==> src/hw/dvcs_pkg.sv <==
/*
  Constants and types shared by the dynamic voltage code stepper.
  Assumes a 200 MHz system clock; both tick dividers are derived from it here.
*/
package dvcs_pkg;

  // ==========================================================================
  // clocking
  // ==========================================================================
  localparam int CLK_FREQ_KHZ    = 200000;
  localparam int SAMPLE_FREQ_KHZ = 5550;
  localparam int STEP_FREQ_KHZ   = 1850;
  // a tick period is a longest time: round down
  localparam int SAMPLE_DIV      = CLK_FREQ_KHZ / SAMPLE_FREQ_KHZ;
  localparam int STEP_DIV        = CLK_FREQ_KHZ / STEP_FREQ_KHZ;

  // ==========================================================================
  // code qualification
  // ==========================================================================
  localparam int         ACCEPT_SAMPLES   = 3;
  localparam int         SHUTDOWN_SAMPLES = 4;
  localparam int         STABLE_W         = 3;
  localparam logic [2:0] STABLE_MAX       = 3'h4;
  localparam logic [2:0] STABLE_ONE       = 3'h1;
  localparam logic [2:0] STABLE_ACCEPT    = 3'h3;
  localparam logic [2:0] STABLE_SHUTDOWN  = 3'h4;

  // ==========================================================================
  // code table
  // ==========================================================================
  localparam int          CODE_W        = 8;
  localparam int          LEVEL_W       = 21;
  // level in microvolts: top minus code times step
  localparam logic [20:0] LEVEL_TOP_UV  = 21'h189ad4;
  localparam logic [20:0] STEP_UV       = 21'h00186a;
  localparam logic [7:0]  CODE_LOWEST   = 8'hb2;
  localparam logic [7:0]  CODE_OFF_A    = 8'hfe;
  localparam logic [7:0]  CODE_OFF_B    = 8'hff;
  localparam logic [7:0]  DAC_RESET     = 8'hb2;

  // ==========================================================================
  // types
  // ==========================================================================
  typedef enum logic [1:0] {
    DVCS_ST_IDLE,
    DVCS_ST_ACQUIRE,
    DVCS_ST_RUN,
    DVCS_ST_SHUTDOWN
  } dvcs_state_t;

  typedef struct packed {
    logic regulate;
    logic shutdown_latched;
    logic slewing;
    logic code_valid;
  } dvcs_status_t;

endpackage

==> src/hw/dvcs_tick.sv <==
/*
  Free-running divider giving a one-cycle tick every DIV system clocks.
  Assumes DIV of at least two.
*/
`timescale 1ns/1ps
module dvcs_tick
  import dvcs_pkg::*;
#(
  parameter int DIV = 36
) (
  input  wire logic clk_sys,
  input  wire logic rst,
  output logic      tick
);

  localparam int CNT_W = $clog2(DIV);
  localparam logic [CNT_W-1:0] CNT_LAST = CNT_W'(DIV - 1);
  localparam logic [CNT_W-1:0] CNT_ZERO = '0;
  localparam logic [CNT_W-1:0] CNT_INC  = CNT_W'(1);

  logic [CNT_W-1:0] count;
  wire              at_last = (count == CNT_LAST);

  always_ff @(posedge clk_sys or posedge rst) begin
    if (rst) begin
      count <= CNT_ZERO;
      tick  <= 1'b0;
    end else begin
      count <= at_last ? CNT_ZERO : count + CNT_INC;
      tick  <= at_last;
    end
  end

endmodule

==> src/hw/dvcs_top.sv <==
/*
  Dynamic voltage code stepper: qualifies the processor's voltage select code,
  slews the internal DAC code one step at a time and latches off on shutdown
  codes.
  Assumes voltage_select_code and enable come from pins, asynchronous to
  clk_sys; dac_code and reference_level feed the analog reference.
*/
// What this block does
// - each code step lowers the level by 6.25mV; b2 is the lowest at 0.5V; fe and ff shut down.
// - the select inputs are sampled and compared with the previous sample on every 5.55MHz sample tick.
// - a differing code becomes the target only after 3 identical consecutive samples.
// - the DAC code moves one step toward the target on every 1.85MHz step tick.
// - stepping stops and the DAC code holds once it equals the target.
// - a shutdown code is recognised after 4 identical samples and turns regulation off.
// - shutdown stays latched until enable is dropped; raising it again restarts acquisition.
`timescale 1ns/1ps
module dvcs_top
  import dvcs_pkg::*;
(
  input  wire logic                clk_sys,
  input  wire logic                rst,
  input  wire logic                enable,
  input  wire logic [CODE_W-1:0]   voltage_select_code,
  output logic      [CODE_W-1:0]   dac_code,
  output logic      [LEVEL_W-1:0]  reference_level,
  output dvcs_status_t             status
);

  // ==========================================================================
  // input synchronisers
  // ==========================================================================
  logic [CODE_W-1:0] vsel_meta;
  logic [CODE_W-1:0] vsel_sync;
  logic              en_meta;
  logic              en_sync;

  always_ff @(posedge clk_sys or posedge rst) begin
    if (rst) begin
      vsel_meta <= '0;
      vsel_sync <= '0;
      en_meta   <= 1'b0;
      en_sync   <= 1'b0;
    end else begin
      vsel_meta <= voltage_select_code;
      vsel_sync <= vsel_meta;
      en_meta   <= enable;
      en_sync   <= en_meta;
    end
  end

  // ==========================================================================
  // sample and step ticks
  // ==========================================================================
  logic sample_tick;
  logic step_tick;

  dvcs_tick #(
    .DIV (SAMPLE_DIV)
  ) u_sample_tick (
    .clk_sys (clk_sys),
    .rst     (rst),
    .tick    (sample_tick)
  );

  dvcs_tick #(
    .DIV (STEP_DIV)
  ) u_step_tick (
    .clk_sys (clk_sys),
    .rst     (rst),
    .tick    (step_tick)
  );

  // ==========================================================================
  // stability counting
  // ==========================================================================
  logic [CODE_W-1:0]   last_sample;
  logic [STABLE_W-1:0] stable_cnt;

  wire                 same_sample  = (vsel_sync == last_sample);
  wire                 stable_sat   = (stable_cnt == STABLE_MAX);
  wire [STABLE_W-1:0]  stable_inc   = stable_sat ? stable_cnt : stable_cnt + STABLE_ONE;
  wire [STABLE_W-1:0]  next_stable  = same_sample ? stable_inc : STABLE_ONE;

  always_ff @(posedge clk_sys or posedge rst) begin
    if (rst) begin
      last_sample <= '0;
      stable_cnt  <= '0;
    end else if (sample_tick) begin
      last_sample <= vsel_sync;
      stable_cnt  <= next_stable;
    end
  end

  // ==========================================================================
  // code decode
  // ==========================================================================
  // codes beyond the lowest entry that are not shutdown clamp to the lowest level
  wire              is_off_code   = (vsel_sync == CODE_OFF_A) || (vsel_sync == CODE_OFF_B);
  wire              below_lowest  = (vsel_sync > CODE_LOWEST) && !is_off_code;
  wire [CODE_W-1:0] sample_target = below_lowest ? CODE_LOWEST : vsel_sync;

  wire              code_stable   = sample_tick && (next_stable >= STABLE_ACCEPT);
  wire              off_stable    = sample_tick && is_off_code &&
                                    (next_stable >= STABLE_SHUTDOWN);
  logic [CODE_W-1:0] target;

  // a code met mid-slew at the present DAC code still becomes the target
  wire              new_target    = code_stable && !is_off_code &&
                                    ((sample_target != dac_code) ||
                                     (sample_target != target));

  // ==========================================================================
  // control state
  // ==========================================================================
  dvcs_state_t state;
  dvcs_state_t next_state;

  always_comb begin
    next_state = state;
    case (state)
      DVCS_ST_IDLE: begin
        if (en_sync) begin
          next_state = DVCS_ST_ACQUIRE;
        end
      end
      DVCS_ST_ACQUIRE: begin
        if (!en_sync) begin
          next_state = DVCS_ST_IDLE;
        end else if (off_stable) begin
          next_state = DVCS_ST_SHUTDOWN;
        end else if (code_stable && !is_off_code) begin
          next_state = DVCS_ST_RUN;
        end
      end
      DVCS_ST_RUN: begin
        if (!en_sync) begin
          next_state = DVCS_ST_IDLE;
        end else if (off_stable) begin
          next_state = DVCS_ST_SHUTDOWN;
        end
      end
      DVCS_ST_SHUTDOWN: begin
        // only an enable low clears the latch
        if (!en_sync) begin
          next_state = DVCS_ST_IDLE;
        end
      end
      default: begin
        next_state = DVCS_ST_IDLE;
      end
    endcase
  end

  always_ff @(posedge clk_sys or posedge rst) begin
    if (rst) begin
      state <= DVCS_ST_IDLE;
    end else begin
      state <= next_state;
    end
  end

  // ==========================================================================
  // target and DAC stepping
  // ==========================================================================
  logic [CODE_W-1:0] next_target;
  logic [CODE_W-1:0] next_dac;

  wire               in_run     = (state == DVCS_ST_RUN) && (next_state == DVCS_ST_RUN);
  wire               acquiring  = (state == DVCS_ST_ACQUIRE) && (next_state == DVCS_ST_RUN);
  // a target taken this cycle steers this cycle's step, so no overshoot
  wire [CODE_W-1:0]  run_target = new_target ? sample_target : target;
  wire               dac_below  = (dac_code < run_target);
  wire               dac_above  = (dac_code > run_target);
  wire [CODE_W-1:0]  dac_up     = dac_code + CODE_W'(1);
  wire [CODE_W-1:0]  dac_down   = dac_code - CODE_W'(1);

  always_comb begin
    next_target = target;
    next_dac    = dac_code;
    if (acquiring) begin
      // first qualified code after enable seeds both
      next_target = sample_target;
      next_dac    = sample_target;
    end else if (in_run) begin
      if (new_target) begin
        next_target = sample_target;
      end
      if (step_tick && dac_below) begin
        next_dac = dac_up;
      end else if (step_tick && dac_above) begin
        next_dac = dac_down;
      end else begin
        next_dac = dac_code;
      end
    end else if (state == DVCS_ST_IDLE) begin
      next_target = DAC_RESET;
      next_dac    = DAC_RESET;
    end
  end

  always_ff @(posedge clk_sys or posedge rst) begin
    if (rst) begin
      target   <= DAC_RESET;
      dac_code <= DAC_RESET;
    end else begin
      target   <= next_target;
      dac_code <= next_dac;
    end
  end

  // ==========================================================================
  // reference level and status
  // ==========================================================================
  wire [LEVEL_W-1:0] code_wide  = {{(LEVEL_W-CODE_W){1'b0}}, next_dac};
  wire [LEVEL_W-1:0] drop_uv    = LEVEL_W'(code_wide * STEP_UV);
  wire [LEVEL_W-1:0] next_level = LEVEL_TOP_UV - drop_uv;

  dvcs_status_t next_status;

  always_comb begin
    next_status                  = '0;
    next_status.regulate         = (next_state == DVCS_ST_RUN);
    next_status.shutdown_latched = (next_state == DVCS_ST_SHUTDOWN);
    next_status.slewing          = (next_state == DVCS_ST_RUN) && (next_dac != next_target);
    next_status.code_valid       = (next_state == DVCS_ST_RUN);
  end

  always_ff @(posedge clk_sys or posedge rst) begin
    if (rst) begin
      reference_level <= LEVEL_TOP_UV - LEVEL_W'({{(LEVEL_W-CODE_W){1'b0}}, DAC_RESET} * STEP_UV);
      status          <= '0;
    end else begin
      reference_level <= next_level;
      status          <= next_status;
    end
  end

endmodule

==> config.mk <==
export PLATFORM = sky130hd
export DESIGN_NAME = dvcs_top
export DESIGN_NICKNAME = d
export VERILOG_FILES = /design/src/hw/dvcs_pkg.sv /design/src/hw/dvcs_tick.sv /design/src/hw/dvcs_top.sv
export SDC_FILE = /design/constraint.sdc
export NUM_CORES = 1
export LEC_CHECK = 0
export BUFFER_PORTS_ARGS = -buffer_cell sky130_fd_sc_hd__clkbuf_2
export CORE_MARGIN = 3
export CORE_UTILIZATION = 50
export DETAILED_ROUTE_END_ITERATION = 10
export PLACE_DENSITY = 0.68
export SYNTH_ARGS = -nofsm -noshare
export SYNTH_HDL_FRONTEND = slang
export SYNTH_SLANG_ARGS = --single-unit
export TNS_END_PERCENT = 1
==> constraint.sdc <==
create_clock -name clk_sys -period 25.4 [get_ports clk_sys]
set_clock_uncertainty 0.1 [all_clocks]
set_input_delay 5.08 -clock clk_sys [delete_from_list [all_inputs] [get_ports clk_sys]]
set_output_delay 5.08 -clock clk_sys [all_outputs]
set_load 0.005 [all_outputs]
==> flow_summary.ini <==
[status]
status = complete, no violations

[floorplanning]
row_count = 40
boundaryPins = 44
start_util_pct = 51.6
die_w_um = 118
dieArea_um2 = 13900
die_h_um = 118
coreArea_um2 = 12200

[detailed_routing]
wl_per_cell_um = 17.1
antenna_left = 0
via_count = 5009
dr.pass1.iters = 7
routed_via_density = 5.87
drt-initial-drc-count = 450
drt-total-wl_um = 14600
drc_errors = 0

[clocking]
clkLatencyLatePin_ns = 0.35
cts_setup_buffers = 0
clockRootBuffer = clkbuf_16
clk_pin_slew_ns = 0.07
cts_hold_buf = 0
cts_resized = 0
htree_levels = 3
clock-sinks = 84
cts_tree = done
cts_buffers = 9
clockBufferDepth = 2

[place]
dp_cells = 838
routabilityCongestion = 0.931
placed_area_um2 = 6580
port_buffers = 42
hpwl_um = 10900

[grt]
grt_max_degree = 85
grt_pass1_wl_um = 24600
grt_antenna_before_repair = 0
overflow = 0
grt_usage_pct = 21.7
grt_pass1_vias = 4914

[timing]
rsz0062_at_grt = false
fin_crit_sh_pct = 38.0
finalSetupViolations = 0
worst_slew_margin_rel_pct = 31.4
hold_viol = 0
fin_setup_tns_ns = 0
tightest_slew_ns = 1.03
fmax_mhz = 104
period_needed_ns = 9.65
slew_violations = 0

[cells_and_area]
drive_gt1_share_pct = 15.7
insertedDiodeCount = 0
fin_cells = 854
area_delta_synth_final_pct = 9.85
final_nets = 769
fillers = 1102
final_area_um2 = 6890

[critical_path]
crit_start = vsel_sync[7]
start_kind = register
max_stage_delay_ns = 0.74
required_ns = 25.53
path_max_fanout = 16
crit_path_end_kind = register
crit_top_cell = ha_1
worstReg2RegStart = vsel_sync[7]
arrival_ns = 9.78
critPathKind = register to register
slowest_stage = a2111oi_0

[pwr]
p_per_area_nw_per_um2 = 41.8
ir_drop_v = 0.0000344
power.leakage_uw = 0.00324

[synthesis]
synth_flop_cell = dfrtp_1
yosysSeqAreaShare_pct = 33.8
synth_cell_type_count = 76
syn_inst = 651
yosysWarnings = 0
async_flop_share_pct = 100
synth_area_um2 = 6280
ys_seq_elements = 84
synth_edf_count = 0
syn_avg_cell_area_um2 = 9.64
synth_nets = 739

[run]
cap_violations = 0

[min_path]
hold_start = en_meta
worstHoldPathType = register to register
==> per-layer routing <==
layer  up-vias  wire length (um)  GRT usage (%)
met5         -                 0              0
met4         0               206           5.71
met3        19               832           4.52
met1      2398              6530           29.2
li1       2432                 -              -
met2       160              7040           35.7
==> logic make-up after synthesis <==
group	count (synthesis)	synth area share, %
compound gates	155	17.4
fa+ha+maj	77	16.7
buf+inv	55	3.89
mux	24	4.13
flops	84	33.8
xor+xnor	49	6.84
simple gates	206	17.3
other cells	1	0.0598
==> worst max-delay path: cells and delay by family, from the launching register on <==
kind	cells	cell delay (ns)
mux	2	0.71
buf+inv	3	0.30
simple gates	9	1.80
compound gates	11	3.46
flops	1	0.64
xor+xnor	1	0.30
fa+ha+maj	6	2.20
==> placed cells by master (no fill, tap or decap), types with 10 or more instances in the layout <==
cell type	n
dfrtp_1	69
ha_1	66
nor2_1	52
clkbuf_2	42
nand2_1	38
a21oi_1	38
o21ai_0	33
inv_1	29
xnor2_1	27
xor2_1	22
nand3_1	22
dfstp_2	15
mux2_2	12
nor3_1	12
fa_1	11
and3_1	10
==> through the flow <==
step	utilization (%)	total power (uW)	setup WS, ns	hold WS, ns
after global placement	54.1	152	16.36	0.233
after global routing	56.7	300	14.95	0.260
final	56.7	288	15.75	0.255
after CTS	56.7	292	15.98	0.258
after floorplan	-	150	17.19	0.231
after detailed placement	54.1	153	16.05	0.235
==> synth_stat cells, types with 4 or more instances <==
master    instances  area (um2)
mux2i_1           9        90.1
nor2_1           52         195
mux2_2           12         135
or2_2             6        37.5
clkbuf_1         10        37.5
nor2b_1           6        37.5
o21a_1            9        67.6
a211oi_1          9        67.6
nand2b_1          7        43.8
and3_1           10        62.6
buf_2             7        35.0
o211ai_1          4        30.0
nand3_1          22         110
a21oi_1          38         190
or3_1             6        37.5
xnor2_1          27         236
a211o_1           4        35.0
dfstp_2          15         394
and2_1            9        56.3
nor4_1            5        31.3
a21o_1            9        67.6
nor3b_1           7        52.6
ha_1             66         826
buf_4             5        37.5
o21ai_0          33         165
fa_1             11         220
nor3_1           12        60.1
a31oi_1           5        31.3
xor2_1           22         193
inv_1            30         113
nand4_1           9        56.3
dfrtp_1          69        1730
nand2_1          38         143
==> final cells by class <==
type / instances / area [um2] / share of cell area [%]
Inverter: 30 / 114 / 1.65
Tap cell: 168 / 210 / 3.05
Sequential cell: 84 / 2120 / 30.8
Timing Repair Buffer: 44 / 225 / 3.27
Clock buffer: 9 / 225 / 3.27
Clock inverter: 7 / 87.6 / 1.27
Multi-Input combinational cell: 512 / 3910 / 56.7
==> report_power, final <==
part	total [uW]	internal [uW]	switching, uW
Clock	137	78.7	58.7
Sequential	139	136	3.17
Combinational	11.3	4.08	7.24
Total	288	219	69.1
==> state kept, by name, summed over array words and instances, names as in the netlist <==
| register | count |
|---|---|
| stable_cnt | 3 |
| target | 8 |
| en_sync | 1 |
| status | 3 |
| vsel_sync | 8 |
| u_step_tick.count | 7 |
| dac_code | 8 |
| en_meta | 1 |
| u_sample_tick.count | 6 |
| u_sample_tick.tick | 1 |
| reference_level | 19 |
| vsel_meta | 8 |
| last_sample | 8 |
| state | 2 |
| u_step_tick.tick | 1 |
==> worst paths after layout <==
| check | cells after the start | endpoint | slack (ns) |
|---|---|---|---|
| worst max-delay path | 32 | reference_level[20] | 15.75 |
| worst min-delay path | 0 | en_sync | 0.25 |
| worst max register to register | 32 | reference_level[20] | 15.75 |
| worst min register to register | 0 | en_sync | 0.25 |
| max in group asynchronous | 3 | dac_code[3] | 19.61 |
| min in group asynchronous | 3 | vsel_meta[0] | 4.93 |
Note: power is estimated with default switching activity, not from simulation.
